### src/include/cpu_regs_pkg.sv
package cpu_regs_pkg;

    localparam int DATA_W = 16;
    localparam int ADDR_W = 4;

    // Software register offsets
    localparam logic [3:0] OFF_IP = 4'h0;
    localparam logic [3:0] OFF_ACC = 4'h1;
    localparam logic [3:0] OFF_TMP = 4'h2;
    localparam logic [3:0] OFF_IDX = 4'h3;
    localparam logic [3:0] OFF_EXT = 4'h4;
    localparam logic [3:0] OFF_STK = 4'h5;
    localparam logic [3:0] OFF_PSW = 4'h6;
    localparam logic [3:0] OFF_BANK = 4'h7;
    localparam logic [3:0] OFF_STAT = 4'h8;

    // Condition flag positions within the low byte
    localparam int BIT_C = 0;
    localparam int BIT_V = 1;
    localparam int BIT_Z = 2;
    localparam int BIT_N = 3;
    localparam int BIT_IL_LO = 4;
    localparam int BIT_IL_HI = 5;
    localparam int BIT_I = 6;
    localparam int BIT_H = 7;

    // Bank select field in the upper byte
    localparam int BANK_HI = 15;
    localparam int BANK_LO = 11;
    localparam int BANK_W = 5;
    localparam int GPR_IDX_W = 3;

    localparam logic [1:0] IL_NONE = 2'b11;

    // Reset values
    localparam logic [15:0] IP_RST = 16'h0000;
    localparam logic [15:0] WORD_RST = 16'h0000;
    localparam logic [15:0] PSW_RST = 16'h0030;

    // Memory map
    localparam logic [15:0] RAM_BASE = 16'h0100;
    localparam logic [15:0] IO_TOP = 16'h0080;
    localparam logic [15:0] PROG_BASE = 16'h8000;
    localparam logic [15:0] IP_STEP = 16'h0001;

    typedef enum logic [2:0] {
        SEL_IP = 3'b000,
        SEL_ACC = 3'b001,
        SEL_TMP = 3'b010,
        SEL_IDX = 3'b011,
        SEL_EXT = 3'b100,
        SEL_STK = 3'b101,
        SEL_PSW = 3'b110,
        SEL_NONE = 3'b111
    } reg_sel_e;

    typedef enum logic [1:0] {
        REGION_IO = 2'b00,
        REGION_DATA = 2'b01,
        REGION_PROG = 2'b10
    } region_e;

endpackage

### src/include/alu_flags_if.sv
`timescale 1ns/1ps
`default_nettype none
interface alu_flags_if;
    logic [15:0] opa;
    logic [15:0] opb;
    logic sub;
    logic word;
    logic [15:0] res;
    logic half;
    logic carry;
    logic ovf;
    logic neg;
    logic zero;
    modport core (output opa, output opb, output sub, output word,
        input res, input half, input carry, input ovf, input neg, input zero);
    modport unit (input opa, input opb, input sub, input word,
        output res, output half, output carry, output ovf, output neg, output zero);
endinterface
`default_nettype wire

### src/hdl/alu_flag_unit.sv
`timescale 1ns/1ps
`default_nettype none
module alu_flag_unit (
    alu_flags_if.unit fl
);
    logic [15:0] b_eff;
    logic [4:0] nib_sum;
    logic [8:0] byte_sum;
    logic [16:0] word_sum;

    always_comb begin
        b_eff = fl.sub ? ~fl.opb : fl.opb;
        nib_sum = {1'b0, fl.opa[3:0]} + {1'b0, b_eff[3:0]} + {4'h0, fl.sub};
        byte_sum = {1'b0, fl.opa[7:0]} + {1'b0, b_eff[7:0]} + {8'h00, fl.sub};
        word_sum = {1'b0, fl.opa} + {1'b0, b_eff} + {16'h0000, fl.sub};
    end

    always_comb begin
        // Borrow is the inverted carry when subtracting
        fl.half = nib_sum[4] ^ fl.sub;
        if (fl.word) begin
            fl.res = word_sum[15:0];
            fl.carry = word_sum[16] ^ fl.sub;
            fl.neg = word_sum[15];
            fl.zero = (word_sum[15:0] == 16'h0000);
            fl.ovf = (fl.opa[15] == b_eff[15]) && (word_sum[15] != fl.opa[15]);
        end else begin
            fl.res = {8'h00, byte_sum[7:0]};
            fl.carry = byte_sum[8] ^ fl.sub;
            fl.neg = byte_sum[7];
            fl.zero = (byte_sum[7:0] == 8'h00);
            fl.ovf = (fl.opa[7] == b_eff[7]) && (byte_sum[7] != fl.opa[7]);
        end
    end
endmodule
`default_nettype wire

### src/hdl/cpu_status_regs.sv
// Summary of operation
// RULE1: A 16-bit instruction pointer marks the instruction being fetched.
// RULE2: A 16-bit accumulator holds results; byte operations use only its low byte.
// RULE3: A 16-bit temporary accumulator is the second operand; byte operations use low byte.
// RULE4: Index pointer, extra pointer and stack top pointer are 16-bit registers.
// RULE5: Status word holds bank select high byte and condition flags low byte.
// RULE6: Bank select chooses the memory address of the active register bank.
// RULE7: Half-carry flag follows carry or borrow between bits 3 and 4.
// RULE8: Interrupt enable flag permits interrupts when 1; reset clears it.
// RULE9: Interrupt level admits only higher priority requests; level 3 admits none.
// RULE10: Negative flag copies the most significant result bit.
// RULE11: Zero flag is set only for a zero result.
// RULE12: Overflow flag shows two's-complement overflow of the result.
// RULE13: Carry flag follows carry or borrow from bit 7; shifts load shifted-out bit.
// RULE14: Eight 8-bit general registers per bank in memory, up to 32 banks.
// RULE15: One 64 KB space: I/O lowest, data above, program at the top.
// RULE16: Bank base is fixed RAM base plus bank number times eight.
//
// The implementer's own choices: the address map and strobed register access.
`timescale 1ns/1ps
`default_nettype none
module cpu_status_regs
    import cpu_regs_pkg::*;
#(
    parameter int BANK_COUNT = 32,
    parameter logic [15:0] RAM_BASE_ADDR = RAM_BASE,
    parameter logic [15:0] IO_LIMIT = IO_TOP,
    parameter logic [15:0] PROG_START = PROG_BASE
) (
    input wire logic mclk_in,
    input wire logic sys_rst_in,
    input wire logic [ADDR_W-1:0] reg_addr_in,
    input wire logic [DATA_W-1:0] reg_wdata_in,
    input wire logic reg_wr_in,
    input wire logic reg_rd_in,
    output logic [DATA_W-1:0] reg_rdata_out,
    input wire logic ip_inc_in,
    input wire logic ld_valid_in,
    input wire reg_sel_e ld_sel_in,
    input wire logic [DATA_W-1:0] ld_data_in,
    input wire logic alu_valid_in,
    input wire logic alu_sub_in,
    input wire logic alu_word_in,
    input wire logic shift_valid_in,
    input wire logic shift_out_bit_in,
    input wire logic [DATA_W-1:0] shift_result_in,
    input wire logic [GPR_IDX_W-1:0] gpr_index_in,
    input wire logic irq_req_in,
    input wire logic [1:0] irq_level_in,
    input wire logic [DATA_W-1:0] access_addr_in,
    output logic [DATA_W-1:0] instruction_pointer_out,
    output logic [DATA_W-1:0] accum_out,
    output logic [DATA_W-1:0] temp_accum_out,
    output logic [DATA_W-1:0] index_pointer_out,
    output logic [DATA_W-1:0] extra_pointer_out,
    output logic [DATA_W-1:0] stack_top_pointer_out,
    output logic [DATA_W-1:0] program_status_word_out,
    output logic [DATA_W-1:0] gpr_addr_out,
    output logic irq_accept_out,
    output logic [1:0] mem_region_out
);

    localparam logic [BANK_W-1:0] BANK_MASK = BANK_W'(BANK_COUNT - 1);

    logic [15:0] instruction_pointer_r;
    logic [15:0] accum_r;
    logic [15:0] temp_accum_r;
    logic [15:0] index_pointer_r;
    logic [15:0] extra_pointer_r;
    logic [15:0] stack_top_pointer_r;
    logic [15:0] program_status_word_r;
    logic [15:0] gpr_addr_r;
    logic [15:0] rd_data_r;
    logic irq_accept_r;
    logic [1:0] region_r;

    logic sw_wr_ip;
    logic sw_wr_acc;
    logic sw_wr_tmp;
    logic sw_wr_idx;
    logic sw_wr_ext;
    logic sw_wr_stk;
    logic sw_wr_psw;
    logic [BANK_W-1:0] bank_num;
    logic [1:0] il_cur;
    logic [15:0] gpr_addr_nxt;
    logic irq_accept_nxt;
    region_e region_nxt;

    alu_flags_if fl ();

    // Byte or word operation of accumulator with temporary accumulator
    assign fl.opa = accum_r;
    assign fl.opb = temp_accum_r;
    assign fl.sub = alu_sub_in;
    assign fl.word = alu_word_in;

    alu_flag_unit u_alu (
        .fl(fl)
    );

    assign sw_wr_ip = reg_wr_in && (reg_addr_in == OFF_IP);
    assign sw_wr_acc = reg_wr_in && (reg_addr_in == OFF_ACC);
    assign sw_wr_tmp = reg_wr_in && (reg_addr_in == OFF_TMP);
    assign sw_wr_idx = reg_wr_in && (reg_addr_in == OFF_IDX);
    assign sw_wr_ext = reg_wr_in && (reg_addr_in == OFF_EXT);
    assign sw_wr_stk = reg_wr_in && (reg_addr_in == OFF_STK);
    assign sw_wr_psw = reg_wr_in && (reg_addr_in == OFF_PSW);

    // RULE1: instruction pointer update
    always_ff @(posedge mclk_in or posedge sys_rst_in) begin
        if (sys_rst_in) begin
            instruction_pointer_r <= IP_RST;
        end else if (ld_valid_in && ld_sel_in == SEL_IP) begin
            instruction_pointer_r <= ld_data_in;
        end else if (sw_wr_ip) begin
            instruction_pointer_r <= reg_wdata_in;
        end else if (ip_inc_in) begin
            instruction_pointer_r <= instruction_pointer_r + IP_STEP;
        end
    end

    // RULE2: accumulator with byte-wide writeback
    always_ff @(posedge mclk_in or posedge sys_rst_in) begin
        if (sys_rst_in) begin
            accum_r <= WORD_RST;
        end else if (ld_valid_in && ld_sel_in == SEL_ACC) begin
            accum_r <= ld_data_in;
        end else if (sw_wr_acc) begin
            accum_r <= reg_wdata_in;
        end else if (alu_valid_in) begin
            if (alu_word_in) begin
                accum_r <= fl.res;
            end else begin
                accum_r[7:0] <= fl.res[7:0];
            end
        end else if (shift_valid_in) begin
            accum_r <= shift_result_in;
        end
    end

    // RULE3: temporary accumulator
    always_ff @(posedge mclk_in or posedge sys_rst_in) begin
        if (sys_rst_in) begin
            temp_accum_r <= WORD_RST;
        end else if (ld_valid_in && ld_sel_in == SEL_TMP) begin
            temp_accum_r <= ld_data_in;
        end else if (sw_wr_tmp) begin
            temp_accum_r <= reg_wdata_in;
        end
    end

    // RULE4: pointer registers
    always_ff @(posedge mclk_in or posedge sys_rst_in) begin
        if (sys_rst_in) begin
            index_pointer_r <= WORD_RST;
            extra_pointer_r <= WORD_RST;
            stack_top_pointer_r <= WORD_RST;
        end else begin
            if (ld_valid_in && ld_sel_in == SEL_IDX) begin
                index_pointer_r <= ld_data_in;
            end else if (sw_wr_idx) begin
                index_pointer_r <= reg_wdata_in;
            end
            if (ld_valid_in && ld_sel_in == SEL_EXT) begin
                extra_pointer_r <= ld_data_in;
            end else if (sw_wr_ext) begin
                extra_pointer_r <= reg_wdata_in;
            end
            if (ld_valid_in && ld_sel_in == SEL_STK) begin
                stack_top_pointer_r <= ld_data_in;
            end else if (sw_wr_stk) begin
                stack_top_pointer_r <= reg_wdata_in;
            end
        end
    end

    // RULE5: status word, bank select high byte, flags low byte
    always_ff @(posedge mclk_in or posedge sys_rst_in) begin
        if (sys_rst_in) begin
            // RULE8: interrupt enable cleared at reset
            program_status_word_r <= PSW_RST;
        end else if (ld_valid_in && ld_sel_in == SEL_PSW) begin
            program_status_word_r <= ld_data_in;
        end else if (sw_wr_psw) begin
            program_status_word_r <= reg_wdata_in;
        end else if (alu_valid_in) begin
            // RULE7: half carry
            program_status_word_r[BIT_H] <= fl.half;
            // RULE10: negative flag
            program_status_word_r[BIT_N] <= fl.neg;
            // RULE11: zero flag
            program_status_word_r[BIT_Z] <= fl.zero;
            // RULE12: overflow flag
            program_status_word_r[BIT_V] <= fl.ovf;
            // RULE13: carry from bit 7, or from bit 15 in word operations
            program_status_word_r[BIT_C] <= fl.carry;
        end else if (shift_valid_in) begin
            // RULE13: shifted-out bit
            program_status_word_r[BIT_C] <= shift_out_bit_in;
        end
    end

    // RULE14: bank number limited to available banks
    assign bank_num = program_status_word_r[BANK_HI:BANK_LO] & BANK_MASK;
    assign il_cur = program_status_word_r[BIT_IL_HI:BIT_IL_LO];

    // RULE16: bank base plus register index
    assign gpr_addr_nxt = RAM_BASE_ADDR + {8'h00, bank_num, 3'b000} + {13'h0000, gpr_index_in};

    // RULE6: active bank register address
    always_ff @(posedge mclk_in or posedge sys_rst_in) begin
        if (sys_rst_in) begin
            gpr_addr_r <= RAM_BASE_ADDR;
        end else begin
            gpr_addr_r <= gpr_addr_nxt;
        end
    end

    // RULE9: level gate, level 3 admits none
    assign irq_accept_nxt = irq_req_in && program_status_word_r[BIT_I]
        && (il_cur != IL_NONE) && (irq_level_in < il_cur);

    // RULE8: enable flag gates requests
    always_ff @(posedge mclk_in or posedge sys_rst_in) begin
        if (sys_rst_in) begin
            irq_accept_r <= 1'b0;
        end else begin
            irq_accept_r <= irq_accept_nxt;
        end
    end

    // RULE15: address space regions
    always_comb begin
        if (access_addr_in < IO_LIMIT) begin
            region_nxt = REGION_IO;
        end else if (access_addr_in < PROG_START) begin
            region_nxt = REGION_DATA;
        end else begin
            region_nxt = REGION_PROG;
        end
    end

    always_ff @(posedge mclk_in or posedge sys_rst_in) begin
        if (sys_rst_in) begin
            region_r <= REGION_IO;
        end else begin
            region_r <= region_nxt;
        end
    end

    // Software read port, data in the next cycle
    always_ff @(posedge mclk_in or posedge sys_rst_in) begin
        if (sys_rst_in) begin
            rd_data_r <= WORD_RST;
        end else if (reg_rd_in) begin
            case (reg_addr_in)
                OFF_IP: rd_data_r <= instruction_pointer_r;
                OFF_ACC: rd_data_r <= accum_r;
                OFF_TMP: rd_data_r <= temp_accum_r;
                OFF_IDX: rd_data_r <= index_pointer_r;
                OFF_EXT: rd_data_r <= extra_pointer_r;
                OFF_STK: rd_data_r <= stack_top_pointer_r;
                OFF_PSW: rd_data_r <= program_status_word_r;
                OFF_BANK: rd_data_r <= gpr_addr_r;
                OFF_STAT: rd_data_r <= {13'h0000, irq_accept_r, region_r};
                default: rd_data_r <= WORD_RST;
            endcase
        end else begin
            rd_data_r <= WORD_RST;
        end
    end

    assign reg_rdata_out = rd_data_r;
    assign instruction_pointer_out = instruction_pointer_r;
    assign accum_out = accum_r;
    assign temp_accum_out = temp_accum_r;
    assign index_pointer_out = index_pointer_r;
    assign extra_pointer_out = extra_pointer_r;
    assign stack_top_pointer_out = stack_top_pointer_r;
    assign program_status_word_out = program_status_word_r;
    assign gpr_addr_out = gpr_addr_r;
    assign irq_accept_out = irq_accept_r;
    assign mem_region_out = region_r;

    logic plain_alu;
    assign plain_alu = alu_valid_in && !reg_wr_in && !ld_valid_in;

    a_ip_advance: assert property ( // RULE1
        @(posedge mclk_in) disable iff (sys_rst_in)
        ip_inc_in && !reg_wr_in && !ld_valid_in
        |=> instruction_pointer_r == $past(instruction_pointer_r) + IP_STEP)
        else $error("instruction pointer did not advance");

    a_acc_upper_kept: assert property ( // RULE2
        @(posedge mclk_in) disable iff (sys_rst_in)
        plain_alu && !alu_word_in |=> accum_r[15:8] == $past(accum_r[15:8]))
        else $error("byte operation changed accumulator high byte");

    a_zero_flag_byte: assert property ( // RULE11
        @(posedge mclk_in) disable iff (sys_rst_in)
        plain_alu && !alu_word_in
        |=> program_status_word_r[BIT_Z] == (accum_r[7:0] == 8'h00))
        else $error("zero flag disagrees with result");

    a_neg_flag_word: assert property ( // RULE10
        @(posedge mclk_in) disable iff (sys_rst_in)
        plain_alu && alu_word_in |=> program_status_word_r[BIT_N] == accum_r[15])
        else $error("negative flag disagrees with result");

    a_shift_carry: assert property ( // RULE13
        @(posedge mclk_in) disable iff (sys_rst_in)
        shift_valid_in && !alu_valid_in && !reg_wr_in && !ld_valid_in
        |=> program_status_word_r[BIT_C] == $past(shift_out_bit_in))
        else $error("carry did not take shifted-out bit");

    a_irq_enable_gate: assert property ( // RULE8
        @(posedge mclk_in) disable iff (sys_rst_in)
        irq_accept_out |-> $past(program_status_word_r[BIT_I] && irq_req_in))
        else $error("interrupt accepted while disabled");

    a_irq_level_none: assert property ( // RULE9
        @(posedge mclk_in) disable iff (sys_rst_in)
        $past(il_cur) == IL_NONE |-> !irq_accept_out)
        else $error("interrupt accepted at lowest level");

    a_bank_address: assert property ( // RULE16
        @(posedge mclk_in) disable iff (sys_rst_in)
        ##1 gpr_addr_out == RAM_BASE_ADDR + {8'h00, $past(bank_num), 3'b000}
            + {13'h0000, $past(gpr_index_in)})
        else $error("register bank address wrong");

    a_read_stack: assert property ( // RULE4
        @(posedge mclk_in) disable iff (sys_rst_in)
        reg_rd_in && reg_addr_in == OFF_STK
        |=> reg_rdata_out == $past(stack_top_pointer_r) ##1 reg_rdata_out == WORD_RST || $past(reg_rd_in))
        else $error("stack pointer read wrong");

    a_half_carry_add: assert property ( // RULE7
        @(posedge mclk_in) disable iff (sys_rst_in)
        plain_alu && !alu_sub_in
        |=> program_status_word_r[BIT_H] == ({1'b0, $past(accum_r[3:0])} + {1'b0, $past(temp_accum_r[3:0])} > 5'h0f))
        else $error("half carry disagrees with operands");

endmodule
`default_nettype wire

### config.mk
export PLATFORM = sky130hd
export DESIGN_NAME = cpu_status_regs
export DESIGN_NICKNAME = d
export VERILOG_FILES = /design/src/include/cpu_regs_pkg.sv /design/src/include/alu_flags_if.sv /design/src/hdl/alu_flag_unit.sv /design/src/hdl/cpu_status_regs.sv
export SDC_FILE = /design/constraint.sdc
export NUM_CORES = 1
export LEC_CHECK = 0
export ABC_CLOCK_PERIOD_IN_PS = 4000
export BUFFER_PORTS_ARGS = -buffer_cell sky130_fd_sc_hd__buf_2
export CAP_MARGIN = 20
export CORE_MARGIN = 2
export CORE_UTILIZATION = 48
export DETAILED_ROUTE_END_ITERATION = 10
export PLACE_DENSITY = 0.79
export SLEW_MARGIN = 20
export SYNTH_ARGS = -nofsm -noshare
export SYNTH_HDL_FRONTEND = slang
export SYNTH_SLANG_ARGS = --single-unit
### constraint.sdc
create_clock -name mclk_in -period 4 [get_ports mclk_in]
set_input_delay 0.6 -clock mclk_in [delete_from_list [all_inputs] [get_ports mclk_in]]
set_output_delay 0.6 -clock mclk_in [all_outputs]
set_load 0.01 [all_outputs]
After elaboration in Yosys (flattened, before gate mapping) --
Index checks and enable logic that the tools add are counted. W data, S select, Z words.
Storage, ports and cells: bits in registers 142, input port bits 88, output and inout bits 147
Cells by class: $add $sub $neg 9, order comparisons 3, equality and inequality tests 20, muxes and demuxes 35, bitwise logic cells 4, reductions and logical operators 33
Operators by type and width (count):
- $mux W16 | 19
- $pmux W16 S9 | 1
- $logic_and A1 B1 Y1 | 19
- $add A16 B16 Y17 | 1
- $add A17 B1 Y17 | 1
- $add A16 B1 Y16 const B | 1
- $eq A4 B3 Y1 const B | 4
- $logic_not A16 Y1 | 1
- $lt A16 B16 Y1 const B | 1
- $lt A16 B8 Y1 const B | 1
- $mux W8 | 2
- $not A16 Y16 | 1
- $add A10 B3 Y11 | 1
- $add A9 B8 Y10 const A | 1
- $reduce_bool A2 Y1 | 5
- $add A8 B8 Y9 | 1
- $add A9 B1 Y9 | 1
- $eq A3 B3 Y1 const B | 3
- $eq A4 B2 Y1 const B | 2
- $logic_not A8 Y1 | 1
- $mux W1 | 8
- $reduce_bool A4 Y1 | 2
- $eq A3 B2 Y1 const B | 2
- $mux W3 | 2
- other kinds (17) | 23

Logic depth before layout (Yosys ltp) --
depth after elaboration 10, depth in mapped cells 13

By module --
From an unflattened synthesis, not the netlist that was laid out.
Unflattened totals: cell total of the unflattened synthesis 961, area total of the unflattened synthesis 8846.0 um^2
By module, submodules not included:
- cpu_status_regs | instances 1, cells an instance 805, area each 7613.6 um^2, sequential area each 3480.8 um^2
- alu_flag_unit | instances 1, cells an instance 156, area each 1232.4 um^2, sequential area each 0.0 um^2

Least setup slack after synthesis --
OpenSTA, ideal clock, no wires.
kind input-to-reg, from input port alu_sub_in, to register program_status_word_r[2] (netlist: program_status_word_out[2]), library setup time 92 ps, arrival 3168 ps, data required time 3908 ps, path slack 741 ps, stages on the path 12, path buffers 2, cell sequence buf_6 -> buf_1 -> xor2_1 -> ha_1 -> a21o_1 -> a21oi_1 -> nand2_1 -> xor2_1 -> or4_4 -> nor4_4 -> nand4_1 -> o31ai_2
On the way: word-level cells in the longest chain between the ends 8, elaborated cells on any way between the ends 11
Ends and longest elaborated chain:
- start: declaration | line cpu_status_regs.sv:42 | input wire logic alu_sub_in,
- $mux W16 | line alu_flag_unit.sv:12 | b_eff = fl.sub ? ~fl.opb : fl.opb;
- $add A16 B16 Y17 or $add A8 B8 Y9 (tied branches) | line alu_flag_unit.sv:15, alu_flag_unit.sv:14
- $add A17 B1 Y17 or $add A9 B1 Y9 (tied branches) | line alu_flag_unit.sv:15, alu_flag_unit.sv:14
- $logic_not A16 Y1 or $logic_not A8 Y1 (tied branches) | line alu_flag_unit.sv:25, alu_flag_unit.sv:31
- $mux W1 * | line alu_flag_unit.sv:21 | if (fl.word) begin
- $mux W3 * | line cpu_status_regs.sv:187 | end else if (alu_valid_in) begin
- $mux W4 * | line cpu_status_regs.sv:185 | end else if (sw_wr_psw) begin
- $mux W16 * | line cpu_status_regs.sv:183 | end else if (ld_valid_in && ld_sel_in == SEL_PSW) begin
- end signal: assignment | line cpu_status_regs.sv:184 | program_status_word_r <= ld_data_in;
- end signal: assignment | line cpu_status_regs.sv:186 | program_status_word_r <= reg_wdata_in;
- end signal: indexed assignment | line cpu_status_regs.sv:189 | program_status_word_r[BIT_H] <= fl.half;
- end: declaration | line cpu_status_regs.sv:71 | logic [15:0] program_status_word_r;
Mark *: on every way between the ends. The rest lies on a longest branch, timed or not. The select of a mux whose other input is x is not followed. A chain may end at the register's enable or synchronous reset.

Worst setup path in the final report --
Same ends and word-level chain as after synthesis.

==> results_dict.tcl <==
set metrics [dict create \
    grt_max_degree 63 \
    die_w_um 138.3 \
    timing_worst_setup_path_type "input pin to register" \
    min_period_ns 3.061 \
    outcome "finished clean" \
    cts_tree "done" \
    async_flop_share 1.000 \
    die_h_um 138.3 \
    cts-root-buf "clkbuf_16" \
    r2r_slack_ns 0.99 \
    die-area_um2 19110 \
    numCtsBuffers 17 \
    ant_nets 0 \
    endpoint_kind "register" \
    rsz0062_at_grt "false" \
    drcViolationCount 0 \
    viasPerCell 6.207 \
    synth_cell_types 75 \
    vias 8745 \
    drive_above_1_share 0.2629 \
    setup_viol 0 \
    worstMarginPinSlew_ns 0.9376 \
    track_usage 0.3306 \
    cts_setup_buffers 0 \
    finalMaxSlewViolations 0 \
    io_buffer_count 219 \
    netlist_area_um2 8652 \
    power.density_nw_per_um2 590.4 \
    dp_hpwl_um 23330 \
    gp_congestion 0.9616 \
    routedWlPerCell_um 22.72 \
    ys.warnings.count 0 \
    drt_first_pass_iters 8 \
    rr_worst_depth 11 \
    hold_path_class "input pin to async pin" \
    netlist_top_cells_count "nand2_1 (160), dfrtp_1 (137), o21ai_0 (101)" \
    max_slew_margin 0.3734 \
    timing.fmax_mhz 326.7 \
    peakVddDrop_mv 0.3678 \
    syn_avg_cell_area_um2 8.966 \
    synthCells 965 \
    syn2layout_area_growth_pct 21.95 \
    leakagePower_nw 5.076 \
    maxCapViolCount 0 \
    cts_resized 0 \
    synth_edf_count 0 \
    grt_pass1_wl_um 48780 \
    skew_ns 0.007728 \
    grt_pass1_vias 8312 \
    synth_sequential_area_ratio 0.4023 \
    drt-total-wl_um 32020 \
    synth_flop_cell "dfrtp_1" \
    cp_data_arrival_time_ns 3.40 \
    synth_area_leader_cell "dfrtp_1" \
    pin_count 235 \
    coreArea_um2 17840 \
    worstSetupStartpointType "input pin" \
    finalHoldViolCount 0 \
    clk_pin_slew_ns 0.06 \
    clock_sinks 139 \
    drt-initial-drc-count 1002 \
    worstReg2RegEnd "program_status_word_out[2]" \
    synth-seq-cells 139 \
    yosys.area.top_type_share 0.3962 \
    clk_path_buf_depth 2 \
    r2r-start "temp_accum_out[0]" \
    required_ns 4.34 \
    initial_core_util 0.4850 \
    num_rows 49 \
    antenna_found_initial 1 \
    nets 1274 \
    grt_overflow 0 \
    synth_area_leaders "dfrtp_1 (40%), mux2i_1 (9.1%), nand2_1 (6.9%), o21ai_0 (5.8%), xor2_1 (3.1%)" \
    fin_tns_setup_ns 0 \
    cts_max_level 4 \
    cts.hold.buffers_added 0 \
    yosysMostFrequentCell "nand2_1" \
    fin_util 0.5914 \
    clk_latency_ns 0.43 \
    fin_crit_sh 0.7653 \
    cp_max_fo 10 \
]
==> where the power goes <==
part,switching [W],internal [W],total (W)
logic,0.00146,0.00102,0.00248
registers,0.000478,0.00173,0.00221
clock network,0.000639,0.000902,0.00154
total,0.00258,0.00365,0.00623
==> area by class of cell <==
cell class	instances	area, µm²
timing repair buffer	245	1316
antenna	1	2.502
sequential	139	3481
tap	229	286.5
multi-input combinational	748	4840
fill	1558	7289
clock inverter	10	91.34
clock buffer	22	474.2
inverter	15	60.06
==> sequential cells by signal (all words and copies together), names as in the netlist <==
| register | flops |
|---|---|
| accum_out | 16 |
| extra_pointer_out | 16 |
| gpr_addr_out | 8 |
| index_pointer_out | 16 |
| instruction_pointer_out | 16 |
| irq_accept_out | 1 |
| mem_region_out | 2 |
| program_status_word_out | 16 |
| reg_rdata_out | 16 |
| stack_top_pointer_out | 16 |
| temp_accum_out | 16 |
==> worst max-delay path: stages <==
cell and delay, ns:
buf_2 0.23, buf_4 0.27, xor2_1 0.19, ha_1 0.31
a21oi_1 0.33, o21ai_0 0.15, or3_1 0.32, o21ai_1 0.23
xor2_1 0.22, and4b_1 0.23, nand4_1 0.11, o31ai_2 0.20
==> through the flow <==
step	power [W]	cell area, µm²	setup slack (ns)	cells	hold WS [ns]
CTS	0.006187	10520	0.9798	1407	0.2661
detailed placement	0.004653	9956	0.5421	1375	0.4412
floorplan	0.003688	8678	0.7407	971	0.4537
finish	0.006230	10550	0.9390	1409	0.1976
global placement	0.004609	9956	0.6100	1375	0.4392
global route	0.006563	10550	0.8126	1408	0.2201
==> kinds of logic after synthesis <==
group,after synthesis,synth area share
AOI/OAI and AO/OA,294,0.2150
xor gates and xnor gates,44,0.04454
adders and majority gates,20,0.02979
buffers and inverters,84,0.04526
DFF,139,0.4023
muxes,84,0.09834
other,2,0.0008680
and+or+nand+nor,298,0.1638
==> worst max-delay path by stage <==
stage / from / endpoint / slack [ns] / depth (start not counted)
3_5_place_dp: alu_sub_in / program_status_word_out[2] / 0.54 / 12
6_report: alu_sub_in / program_status_word_out[2] / 0.94 / 12
4_1_cts: alu_sub_in / program_status_word_out[2] / 0.98 / 12
3_3_place_gp: alu_sub_in / program_status_word_out[2] / 0.61 / 12
5_1_grt: alu_sub_in / program_status_word_out[2] / 0.81 / 12
2_1_floorplan: alu_sub_in / program_status_word_out[2] / 0.74 / 12
==> layout by cell type, fill, tap and decap left out, types with 4 or more instances in the layout <==
cell type,n
or3_1,9
a31oi_1,28
nand2_1,160
and3_1,5
a222oi_1,11
mux2i_1,79
xnor2_1,13
o21ai_1,24
nor3_1,9
nor2_1,46
xor2_1,31
nor4_1,5
conb_1,8
clkbuf_16,17
dfrtp_1,137
a211oi_1,8
nor2b_1,7
ha_1,19
clkinvlp_4,6
o21ai_0,101
nor3_2,4
nand3_1,16
nand4_1,9
a21oi_1,38
and2_1,5
o211ai_1,7
inv_1,14
a21o_1,6
a22oi_1,29
a221oi_1,10
buf_4,24
a22o_1,6
buf_2,219
mux2_2,4
==> routing by layer <==
layer | global-route usage | up-vias | wire [µm]
met2 | 0.5057 | 557 | 14540
met4 | 0.1477 | 0 | 1265
met5 | 0 | - | 0
li1 | - | 3908 | -
met1 | 0.4417 | 4180 | 12510
met3 | 0.09110 | 100 | 3703
Note: power is estimated with default switching activity, not from simulation.
